===== src/inc/tcc_pkg.sv =====
`default_nettype none
package tcc_pkg;
   // Master clock rate in kHz (100 ns period)
   localparam int CLK_KHZ = 10000;
   localparam int BIT_CLK_KHZ = 2048;
   localparam int FRAME_KHZ = 8;
   localparam int BITS_PER_FRAME = BIT_CLK_KHZ / FRAME_KHZ;
   localparam int HOST_DIV = 4;
   // Clocks from a pin change to its synchronised view being readable
   localparam int SYNC_LAT = 4;
   localparam logic [7:0] SAMPLE_LAST = 8'h07;
   localparam logic [7:0] FRAME_FIRST = 8'h00;
   localparam logic [7:0] CNT_RST = 8'hff;

   localparam logic [11:0] OFF_CTRL = 12'h000;
   localparam logic [11:0] OFF_STATUS = 12'h004;
   localparam logic [11:0] OFF_VOICE_TX = 12'h008;
   localparam logic [11:0] OFF_VOICE_RX = 12'h00c;
   localparam int CTRL_TX_EN = 0;
   localparam int CTRL_CHIP = 1;
   localparam int ST_TX_ON = 0;
   localparam int ST_LOW = 1;
   localparam int ST_HIGH = 2;
   localparam int ST_HARD_OK = 3;
   localparam int ST_RX_BIT = 4;
   localparam int ST_BURST_LSB = 8;

   localparam logic [3:0] HADDR_CFG_HI = 4'h1;
   localparam logic [3:0] HADDR_IRQ = 4'h3;
   localparam int RTS_BIT = 7;
   localparam int IRQ_W = 4;

   typedef struct packed {
      logic bank_sel;
      logic osc_en;
      logic hard_rst_n;
      logic codec_in;
      logic burst_in;
      logic rx_bit;
      logic sel_n;
      logic rd_n;
      logic wr_n;
      logic [3:0] addr;
      logic [7:0] data;
   } tcc_pins_t;

   localparam tcc_pins_t PINS_RST = '{bank_sel: 1'h0, osc_en: 1'h0, hard_rst_n: 1'h0,
      codec_in: 1'h0, burst_in: 1'h0, rx_bit: 1'h0, sel_n: 1'h1, rd_n: 1'h1, wr_n: 1'h1,
      addr: 4'h0, data: 8'h00};

   typedef struct packed {
      logic synth;
      logic antenna;
      logic pa;
   } tcc_rf_t;

   typedef enum logic [2:0] {
      RF_RX = 3'b000,
      RF_PLL = 3'b001,
      RF_ANT = 3'b010,
      RF_TX = 3'b011,
      RF_PA_OFF = 3'b100
   } tcc_rf_state_t;
endpackage : tcc_pkg
`default_nettype wire


===== src/hw/tcc_clock_control.sv =====
`timescale 1ns/1ps
`default_nettype none
module tcc_clock_control import tcc_pkg::*; #(
   parameter int CLK_KHZ_P = CLK_KHZ,
   parameter int BIT_KHZ_P = BIT_CLK_KHZ
) (
   input wire logic pclk,
   input wire logic presetn,
   input wire logic [11:0] paddr,
   input wire logic psel,
   input wire logic penable,
   input wire logic pwrite,
   input wire logic [31:0] pwdata,
   output var logic [31:0] prdata,
   output var logic pready,
   output var logic pslverr,
   input wire logic oscillator_bank_select,
   input wire logic oscillator_enable,
   output var logic low_band_osc_en,
   output var logic high_band_osc_en,
   output var logic host_clock_out,
   output var logic codec_bit_clock,
   output var logic codec_frame_clock,
   input wire logic codec_sample_input,
   output var logic codec_sample_output,
   input wire logic hard_reset_n,
   input wire logic device_select_n,
   input wire logic [3:0] host_addr,
   input wire logic [7:0] host_data_in,
   output var logic [7:0] host_data_out,
   output var logic host_data_oe,
   input wire logic read_strobe_n,
   input wire logic write_strobe_n,
   input wire logic [IRQ_W-1:0] irq_source,
   output var logic interrupt_line_n,
   output var logic antenna_tx_select,
   output var logic synth_band_switch,
   output var logic power_amp_switch,
   output var logic burst_sync_out,
   input wire logic burst_sync_in,
   output var logic modulated_chip_out,
   output var logic modulated_chip_oe,
   input wire logic receiver_bit_in
);
   localparam logic [16:0] STEP = 17'(2 * BIT_KHZ_P);
   localparam logic [16:0] WRAP = 17'(CLK_KHZ_P);

   if (2 * BIT_KHZ_P >= CLK_KHZ_P || CLK_KHZ_P > 65535 || HOST_DIV != 4 || BITS_PER_FRAME != 256 || SYNC_LAT < 2)
   begin : g_bad_cfg
      $error("clock ratio unsupported");
   end

   tcc_pins_t pins;
   logic core_rst;
   logic run;
   logic int_rst_ff;
   logic low_en_ff, high_en_ff;
   logic [1:0] div_cnt_ff;
   logic host_clk_ff;
   logic [15:0] acc_ff;
   logic [16:0] acc_sum;
   logic bit_tgl, bit_rise, bit_fall;
   logic bclk_ff, frame_ff, burst_out_ff, sample_out_ff;
   logic [7:0] bit_cnt_ff, nxt_bit_cnt;
   logic [7:0] shout_ff, nxt_shout, shin_ff, voice_rx_ff;
   logic [SYNC_LAT-1:0] fall_dly_ff, last_dly_ff;
   logic take_bit;
   logic burst_prev_ff;
   logic [7:0] burst_cnt_ff;
   logic [7:0] bank_ff [16];
   logic wr_prev_ff, rd_prev_ff, wr_done, rd_done;
   logic [7:0] hdout_ff;
   logic hoe_ff;
   logic [IRQ_W-1:0] irq_stat_ff, irq_en, irq_clr;
   logic irq_n_ff;
   logic rts_prev_ff;
   logic [1:0] ctrl_ff;
   logic [7:0] voice_tx_ff;
   logic tx_req;
   tcc_rf_state_t rf_state_ff, nxt_rf_state;
   tcc_rf_t rf_ff, nxt_rf;
   logic chip_ff, chip_oe_ff;
   logic [31:0] prdata_ff, rd_val;
   logic pready_ff, pslverr_ff, apb_setup, apb_hit;

   tcc_pin_sync #(.W($bits(tcc_pins_t)), .RST_VAL(PINS_RST)) u_pin_sync (
      .pclk(pclk),
      .presetn(presetn),
      .pin_async({oscillator_bank_select, oscillator_enable, hard_reset_n, codec_sample_input,
         burst_sync_in, receiver_bit_in, device_select_n, read_strobe_n, write_strobe_n,
         host_addr, host_data_in}),
      .pin_sync(pins)
   );

   assign core_rst = !pins.hard_rst_n || int_rst_ff;
   assign run = !core_rst && pins.osc_en;

   // Oscillator pair enables
   always_ff @(posedge pclk or negedge presetn) begin
      if (!presetn) begin
         low_en_ff <= 1'h0;
         high_en_ff <= 1'h0;
      end else begin
         low_en_ff <= pins.osc_en && !pins.bank_sel;
         high_en_ff <= pins.osc_en && pins.bank_sel;
      end
   end

   // Host clock divider, phase restarts under reset
   always_ff @(posedge pclk or negedge presetn) begin
      if (!presetn) begin
         div_cnt_ff <= 2'h0;
         host_clk_ff <= 1'h0;
      end else if (!run) begin
         div_cnt_ff <= 2'h0;
         host_clk_ff <= 1'h0;
      end else begin
         div_cnt_ff <= div_cnt_ff + 2'h1;
         host_clk_ff <= div_cnt_ff[1];
      end
   end

   // Fractional divider for the codec bit clock
   assign acc_sum = {1'b0, acc_ff} + STEP;
   assign bit_tgl = run && (acc_sum >= WRAP);
   assign bit_rise = bit_tgl && !bclk_ff;
   assign bit_fall = bit_tgl && bclk_ff;
   assign nxt_bit_cnt = bit_cnt_ff + 8'h01;
   assign nxt_shout = (nxt_bit_cnt == FRAME_FIRST) ? voice_tx_ff : {shout_ff[6:0], 1'b0};

   always_ff @(posedge pclk or negedge presetn) begin
      if (!presetn) begin
         acc_ff <= 16'h0000;
         bclk_ff <= 1'h0;
      end else if (!run) begin
         acc_ff <= 16'h0000;
         bclk_ff <= 1'h0;
      end else if (bit_tgl) begin
         acc_ff <= 16'(acc_sum - WRAP);
         bclk_ff <= !bclk_ff;
      end else begin
         acc_ff <= acc_sum[15:0];
      end
   end

   // Frame timing and outgoing sample, advanced on rising bit edges
   always_ff @(posedge pclk or negedge presetn) begin
      if (!presetn) begin
         bit_cnt_ff <= CNT_RST;
         frame_ff <= 1'h0;
         shout_ff <= 8'h00;
         sample_out_ff <= 1'h0;
         burst_out_ff <= 1'h0;
      end else if (!run) begin
         bit_cnt_ff <= CNT_RST;
         frame_ff <= 1'h0;
         shout_ff <= 8'h00;
         sample_out_ff <= 1'h0;
         burst_out_ff <= 1'h0;
      end else if (bit_rise) begin
         bit_cnt_ff <= nxt_bit_cnt;
         frame_ff <= !nxt_bit_cnt[7];
         shout_ff <= nxt_shout;
         sample_out_ff <= nxt_shout[7];
         burst_out_ff <= nxt_bit_cnt == FRAME_FIRST;
      end
   end

   // Falling edge strobe delayed by the synchroniser latency, so the bit taken
   // is the one the pin held at the falling edge, not the one before it
   always_ff @(posedge pclk or negedge presetn) begin
      if (!presetn) begin
         fall_dly_ff <= '0;
         last_dly_ff <= '0;
      end else if (core_rst) begin
         fall_dly_ff <= '0;
         last_dly_ff <= '0;
      end else begin
         fall_dly_ff <= {fall_dly_ff[SYNC_LAT-2:0], bit_fall};
         last_dly_ff <= {last_dly_ff[SYNC_LAT-2:0], bit_cnt_ff == SAMPLE_LAST};
      end
   end

   assign take_bit = fall_dly_ff[SYNC_LAT-1];

   // Incoming sample, taken on falling bit edges
   always_ff @(posedge pclk or negedge presetn) begin
      if (!presetn) begin
         shin_ff <= 8'h00;
         voice_rx_ff <= 8'h00;
      end else if (core_rst) begin
         shin_ff <= 8'h00;
         voice_rx_ff <= 8'h00;
      end else if (take_bit) begin
         shin_ff <= {shin_ff[6:0], pins.codec_in};
         if (last_dly_ff[SYNC_LAT-1]) begin
            voice_rx_ff <= {shin_ff[6:0], pins.codec_in};
         end
      end
   end

   // Burst sync input edge counter
   always_ff @(posedge pclk or negedge presetn) begin
      if (!presetn) begin
         burst_prev_ff <= 1'h0;
         burst_cnt_ff <= 8'h00;
      end else begin
         burst_prev_ff <= pins.burst_in;
         if (core_rst) begin
            burst_cnt_ff <= 8'h00;
         end else if (pins.burst_in && !burst_prev_ff) begin
            burst_cnt_ff <= burst_cnt_ff + 8'h01;
         end
      end
   end

   // Parallel host port
   assign wr_done = !pins.sel_n && pins.wr_n && !wr_prev_ff;
   assign rd_done = !pins.sel_n && pins.rd_n && !rd_prev_ff;
   assign irq_en = bank_ff[HADDR_IRQ][IRQ_W-1:0];
   assign irq_clr = (rd_done && pins.addr == HADDR_IRQ) ? hdout_ff[IRQ_W-1:0] : '0;

   always_ff @(posedge pclk or negedge presetn) begin
      if (!presetn) begin
         wr_prev_ff <= 1'h1;
         rd_prev_ff <= 1'h1;
      end else begin
         wr_prev_ff <= pins.wr_n;
         rd_prev_ff <= pins.rd_n;
      end
   end

   // Control bytes survive hard reset; only presetn clears them
   always_ff @(posedge pclk or negedge presetn) begin
      if (!presetn) begin
         for (int i = 0; i < 16; i++) begin
            bank_ff[i] <= 8'h00;
         end
      end else if (wr_done) begin
         bank_ff[pins.addr] <= pins.data;
      end
   end

   always_ff @(posedge pclk or negedge presetn) begin
      if (!presetn) begin
         hoe_ff <= 1'h0;
         hdout_ff <= 8'h00;
      end else begin
         hoe_ff <= !pins.sel_n && !pins.rd_n;
         hdout_ff <= (pins.addr == HADDR_IRQ) ? {4'h0, irq_stat_ff} : bank_ff[pins.addr];
      end
   end

   // Sticky interrupt status, a new event wins over a clear
   always_ff @(posedge pclk or negedge presetn) begin
      if (!presetn) begin
         irq_stat_ff <= '0;
         irq_n_ff <= 1'h1;
      end else if (core_rst) begin
         irq_stat_ff <= '0;
         irq_n_ff <= 1'h1;
      end else begin
         irq_stat_ff <= (irq_stat_ff & ~irq_clr) | (irq_source & irq_en);
         irq_n_ff <= ~|(irq_stat_ff & irq_en);
      end
   end

   // Transmit request bit change triggers a one cycle internal reset
   always_ff @(posedge pclk or negedge presetn) begin
      if (!presetn) begin
         rts_prev_ff <= 1'h0;
         int_rst_ff <= 1'h0;
      end else begin
         rts_prev_ff <= bank_ff[HADDR_CFG_HI][RTS_BIT];
         int_rst_ff <= rts_prev_ff != bank_ff[HADDR_CFG_HI][RTS_BIT];
      end
   end

   // Radio switching: synth, then antenna, then amplifier; when tx_req falls amplifier first, then antenna and synth together; core_rst drops all at once
   assign tx_req = ctrl_ff[CTRL_TX_EN] && !bank_ff[HADDR_CFG_HI][RTS_BIT];

   always_comb begin
      nxt_rf_state = rf_state_ff;
      unique case (rf_state_ff)
         RF_RX: if (tx_req) nxt_rf_state = RF_PLL;
         RF_PLL: nxt_rf_state = tx_req ? RF_ANT : RF_RX;
         RF_ANT: nxt_rf_state = tx_req ? RF_TX : RF_PA_OFF;
         RF_TX: if (!tx_req) nxt_rf_state = RF_PA_OFF;
         RF_PA_OFF: nxt_rf_state = RF_RX;
         default: nxt_rf_state = RF_RX;
      endcase
      if (core_rst) begin
         nxt_rf_state = RF_RX;
      end
      nxt_rf.synth = nxt_rf_state != RF_RX;
      nxt_rf.antenna = nxt_rf_state == RF_ANT || nxt_rf_state == RF_TX || nxt_rf_state == RF_PA_OFF;
      nxt_rf.pa = nxt_rf_state == RF_TX;
   end

   always_ff @(posedge pclk or negedge presetn) begin
      if (!presetn) begin
         rf_state_ff <= RF_RX;
         rf_ff <= '0;
         chip_ff <= 1'h0;
         chip_oe_ff <= 1'h0;
      end else begin
         rf_state_ff <= nxt_rf_state;
         rf_ff <= nxt_rf;
         chip_ff <= nxt_rf.antenna && ctrl_ff[CTRL_CHIP];
         chip_oe_ff <= nxt_rf.antenna;
      end
   end

   // APB slave, one wait-free access phase
   assign apb_setup = psel && !penable;
   assign apb_hit = paddr == OFF_CTRL || paddr == OFF_STATUS || paddr == OFF_VOICE_TX || paddr == OFF_VOICE_RX;

   always_comb begin
      rd_val = 32'h0000_0000;
      unique case (paddr)
         OFF_CTRL: rd_val[1:0] = ctrl_ff;
         OFF_STATUS: begin
            rd_val[ST_TX_ON] = rf_ff.pa;
            rd_val[ST_LOW] = low_en_ff;
            rd_val[ST_HIGH] = high_en_ff;
            rd_val[ST_HARD_OK] = pins.hard_rst_n;
            rd_val[ST_RX_BIT] = pins.rx_bit;
            rd_val[ST_BURST_LSB +: 8] = burst_cnt_ff;
         end
         OFF_VOICE_TX: rd_val[7:0] = voice_tx_ff;
         OFF_VOICE_RX: rd_val[7:0] = voice_rx_ff;
         default: rd_val = 32'h0000_0000;
      endcase
   end

   always_ff @(posedge pclk or negedge presetn) begin
      if (!presetn) begin
         pready_ff <= 1'h0;
         pslverr_ff <= 1'h0;
         prdata_ff <= 32'h0000_0000;
      end else begin
         pready_ff <= apb_setup;
         pslverr_ff <= apb_setup && !apb_hit;
         if (apb_setup) begin
            prdata_ff <= pwrite ? 32'h0000_0000 : rd_val;
         end
      end
   end

   always_ff @(posedge pclk or negedge presetn) begin
      if (!presetn) begin
         ctrl_ff <= 2'h0;
         voice_tx_ff <= 8'h00;
      end else if (psel && penable && pready_ff && pwrite) begin
         if (paddr == OFF_CTRL) ctrl_ff <= pwdata[1:0];
         if (paddr == OFF_VOICE_TX) voice_tx_ff <= pwdata[7:0];
      end
   end

   assign prdata = prdata_ff;
   assign pready = pready_ff;
   assign pslverr = pslverr_ff;
   assign low_band_osc_en = low_en_ff;
   assign high_band_osc_en = high_en_ff;
   assign host_clock_out = host_clk_ff;
   assign codec_bit_clock = bclk_ff;
   assign codec_frame_clock = frame_ff;
   assign codec_sample_output = sample_out_ff;
   assign host_data_out = hdout_ff;
   assign host_data_oe = hoe_ff;
   assign interrupt_line_n = irq_n_ff;
   assign antenna_tx_select = rf_ff.antenna;
   assign synth_band_switch = rf_ff.synth;
   assign power_amp_switch = rf_ff.pa;
   assign burst_sync_out = burst_out_ff;
   assign modulated_chip_out = chip_ff;
   assign modulated_chip_oe = chip_oe_ff;
endmodule : tcc_clock_control
`default_nettype wire


===== src/hw/tcc_pin_sync.sv =====
`timescale 1ns/1ps
`default_nettype none
module tcc_pin_sync #(
   parameter int W = 1,
   parameter logic [W-1:0] RST_VAL = '0
) (
   input wire logic pclk,
   input wire logic presetn,
   input wire logic [W-1:0] pin_async,
   output var logic [W-1:0] pin_sync
);
   logic [W-1:0] meta_ff;
   logic [W-1:0] s2_ff;
   logic [W-1:0] s3_ff;
   logic [W-1:0] stable_ff;
   logic [W-1:0] agree;

   if (W < 1) begin : g_bad_w
      $error("sync width must be positive");
   end

   always_ff @(posedge pclk or negedge presetn) begin
      if (!presetn) begin
         meta_ff <= RST_VAL;
         s2_ff <= RST_VAL;
         s3_ff <= RST_VAL;
      end else begin
         meta_ff <= pin_async;
         s2_ff <= meta_ff;
         s3_ff <= s2_ff;
      end
   end

   // A bit changes only once the second and third stages agree
   assign agree = ~(s2_ff ^ s3_ff);

   always_ff @(posedge pclk or negedge presetn) begin
      if (!presetn) begin
         stable_ff <= RST_VAL;
      end else begin
         stable_ff <= (s3_ff & agree) | (stable_ff & ~agree);
      end
   end

   assign pin_sync = stable_ff;
endmodule : tcc_pin_sync
`default_nettype wire


===== config.mk =====
export PLATFORM = sky130hd
export DESIGN_NAME = tcc_clock_control
export DESIGN_NICKNAME = d
export VERILOG_FILES = /design/src/inc/tcc_pkg.sv /design/src/hw/tcc_clock_control.sv /design/src/hw/tcc_pin_sync.sv
export SDC_FILE = /design/constraint.sdc
export NUM_CORES = 1
export LEC_CHECK = 0
export BUFFER_PORTS_ARGS = -buffer_cell sky130_fd_sc_hd__buf_4
export CELL_PAD_IN_SITES_DETAIL_PLACEMENT = 1
export CELL_PAD_IN_SITES_GLOBAL_PLACEMENT = 1
export CORE_UTILIZATION = 53
export CTS_CLUSTER_DIAMETER = 120
export DETAILED_ROUTE_END_ITERATION = 16
export GPL_TIMING_DRIVEN = 0
export PLACE_DENSITY = 0.94
export REMOVE_ABC_BUFFERS = 1
export SLEW_MARGIN = 20
export SYNTH_ARGS = -nofsm -noshare
export SYNTH_HDL_FRONTEND = slang
export SYNTH_SLANG_ARGS = --single-unit

===== constraint.sdc =====
create_clock -name pclk -period 4.94 [get_ports pclk]
set_clock_uncertainty 0.2 [all_clocks]
set_input_delay 1.482 -clock pclk [delete_from_list [all_inputs] [get_ports pclk]]
set_output_delay 1.482 -clock pclk [all_outputs]
set_load 0.01 [all_outputs]

==> impl_metrics.ini <==
[global_routing]
grt_antenna_before_repair = 1
grt_pass1_vias = 9219
grt_first_pass_wirelength_microns = 51980
grt_max_degree = 88
grt_overflow = 0
grt_usage_pct = 25.92

[synth]
yosys_warnings = 0
ys.flop_type = dfrtp_1
ys_async_sr_fraction_pct = 100.0
yosys.area.top_type = dfrtp_1
syn_area_per_cell_sq_um = 14.35
ys_seq_elements = 333
synth_common_cells = dfrtp_1, mux2_2, nor2_1
synthCells = 942
yosysSeqAreaShare_pct = 61.85
yosysMostFrequentCell = dfrtp_1
synth_cell_types = 56
yosysTopAreaCellShare_pct = 57.38
synth-edff-count = 0
syn_area_sq_mm = 0.01352
synth_area_leaders = dfrtp_1, mux2_2, mux4_2

[drt]
drtIter0Drc = 628
wl_per_cell_microns = 22.97
vias_per_cell = 5.819
wl_microns = 31830
drc = 0
vias = 8065
drtPass1Iterations = 5
postRouteAntennaNets = 0

[timing]
final_hold_viol_count = 0
fin_setup_tns_ns = 0
setup_ws_ns = 1.497
setup_viol = 0
slew_headroom_pct = 24.26
tightest_slew_ns = 1.120
finalCriticalPeriod_ns = 3.443
slew_viol_final = 0
fin_crit_sh_pct = 69.70
fmax_mhz = 290.4
rsz0062_at_grt = false

[finish]
area_growth_syn_to_layout_pct = 15.62
stdcell_count = 1386
final_nets = 1113
fin_util_pct = 62.25
drive_above_1_share_pct = 35.64

[pwr]
p_int_w = 0.005310
p_clk_share_pct = 35.6
powerDensity_mw_per_mm2 = 464.5
power.total_w = 0.007260
power.share.switching_pct = 26.86
power_frac_comb_pct = 17.0
power.switching_w = 0.001950
p_leak_nw = 7.158
peakVddDrop_mv = 0.3182
pwr-share-seq_pct = 47.5

[setup_path]
crit_arrival_ns = 3.60
r2r_slack_ns = 1.50
critPathMaxFanout = 18
worstReg2RegStart = u_pin_sync.pin_sync[11]$_DFFE_PN0N_
endpoint_kind = flop
start_kind = flop
path_class = reg -> reg
ff2ff_path_depth = 6
worstReg2RegEnd = irq_stat_ff[0]$_DFF_PN0_
crit_start = u_pin_sync.pin_sync[11]$_DFFE_PN0N_
critPathCapture = irq_stat_ff[0]$_DFF_PN0_
cp.required_ns = 5.10

[clocking]
cts_made_buffers = 36
cts_max_level = 2
clock-root-buffer = clkbuf_16
clk_pin_slew_ns = 0.06
clockBufferDepth = 3
cts_tree = done
clock_latency_ns = 0.51
cts_sinks = 333
holdBufCountCts = 0
post_cts_resized = 0
cts_setup_buffers = 0

[job]
maxCapViolations = 0

[hold_path]
min_path_type = reg -> reg

[die]
die_h_microns = 161.7
dieArea_sq_mm = 0.02615
die_w_microns = 161.7
rows = 58
io-pin-count = 130
initial_core_util_pct = 53.84
core-area_sq_mm = 0.02511

[outcome]
status = finished clean

[placement]
gp_congestion = 0.7800
portBuffers = 89
post-place-cells = 1324
dp_hpwl_microns = 20200
place_ws_ns = 1.278
## worst max-delay path, stage by stage (launching register included)
cell	delay, ns
dfrtp_1	0.74
nor2_1	0.39
nand3_1	0.47
nor4b_1	1.09
nand2_1	0.15
a22oi_1	0.18
nor2_1	0.07
## flip-flops by register name, indices dropped and copies added (netlist names), 2 cells and up
signal	cells
rf_state_ff	3
shin_ff	7
bit_cnt_ff	8
last_dly_ff	4
u_pin_sync.s2_ff	21
voice_rx_ff	8
u_pin_sync.meta_ff	21
shout_ff	7
burst_cnt_ff	8
bank_ff	128
host_data_out	8
u_pin_sync.s3_ff	21
voice_tx_ff	8
ctrl_ff	2
fall_dly_ff	4
u_pin_sync.pin_sync	21
acc_ff	12
prdata	16
div_cnt_ff	2
irq_stat_ff	4
## power by group through the flow
stage | registers [W] | clock network [W] | logic [W]
floorplan | 0.00337 | 0 | 0.000833
global placement | 0.00343 | 0 | 0.00110
detailed placement | 0.00348 | 0 | 0.00121
CTS | 0.00345 | 0.00263 | 0.00124
global route | 0.00350 | 0.00273 | 0.00133
finish | 0.00345 | 0.00258 | 0.00123
## cells by family after synthesis
kind of cell,share of synthesized area [%]
other,0.02774
muxes,19.74
xor gates and xnor gates,1.684
DFF,61.85
AOI/OAI and AO/OA,4.442
and+or+nand+nor,7.562
buffers and inverters,2.490
adders and majority gates,2.203
## stage by stage
stage	cell area, sq um	hold WS [ns]
6_report	15630	0.1477
5_1_grt	15630	0.1510
4_1_cts	15620	0.1494
3_5_place_dp	14500	0.1370
3_3_place_gp	14350	0.1323
2_1_floorplan	13270	0.1312
## cell type report
| class | instances | area, sq um |
|---|---|---|
| clock buffers | 57 | 1081 |
| diodes | 1 | 2.502 |
| flip-flops and latches | 333 | 8367 |
| well taps | 330 | 412.9 |
| multi-input cells | 559 | 4887 |
| fillers | 2320 | 9478 |
| clock inverters | 4 | 45.04 |
| inverters | 8 | 30.03 |
| repair buffers | 94 | 805.8 |
## routing by layer
layer	share of wire, %	wire (microns)	track usage (%)
met1	40	12670	31.82
met2	53	16760	45.53
met4	3.6	1133	11.19
met3	4.0	1271	4.137
met5	0	0	0
## layout by cell type (no fill, tap or decap), drive strengths merged, types with 2 or more instances in the layout
cell type | synthesis | layout
nand2 | 54 | 54
o21a | 4 | 4
conb | 1 | 16
nor4 | 4 | 4
and4 | 2 | 2
buf | 31 | 94
inv | 8 | 8
a22oi | 7 | 7
ha | 7 | 7
clkbuf | 26 | 57
a22o | 12 | 12
nor2 | 69 | 69
o22a | 4 | 4
a2111oi | 2 | 2
dfstp | 23 | 23
xor2 | 7 | 7
mux2i | 18 | 18
mux4 | 38 | 38
o21ai | 14 | 14
nor2b | 8 | 8
or3 | 4 | 4
or2 | 3 | 3
a21oi | 18 | 18
maj3 | 21 | 21
dfrtp | 310 | 310
and3 | 6 | 6
a211oi | 12 | 12
nand2b | 6 | 6
xnor2 | 19 | 19
mux2 | 145 | 145
nor3 | 9 | 9
nand3 | 20 | 20
a31oi | 3 | 3
clkinv | 0 | 3
and2 | 16 | 16
## worst min path at each step
stage / startpoint / end / slack, ns / depth (start not counted)
detailed placement: u_pin_sync.meta_ff[15]$_DFF_PN0_ / u_pin_sync.s2_ff[15]$_DFF_PN0_ / 0.14 / 0
global placement: u_pin_sync.meta_ff[0]$_DFF_PN0_ / u_pin_sync.s2_ff[0]$_DFF_PN0_ / 0.13 / 0
floorplan: u_pin_sync.meta_ff[0]$_DFF_PN0_ / u_pin_sync.s2_ff[0]$_DFF_PN0_ / 0.13 / 0
CTS: u_pin_sync.meta_ff[1]$_DFF_PN0_ / u_pin_sync.s2_ff[1]$_DFF_PN0_ / 0.15 / 0
finish: u_pin_sync.meta_ff[1]$_DFF_PN0_ / u_pin_sync.s2_ff[1]$_DFF_PN0_ / 0.15 / 0
global route: u_pin_sync.meta_ff[1]$_DFF_PN0_ / u_pin_sync.s2_ff[1]$_DFF_PN0_ / 0.15 / 0
Power figures use the tool's default switching activity.
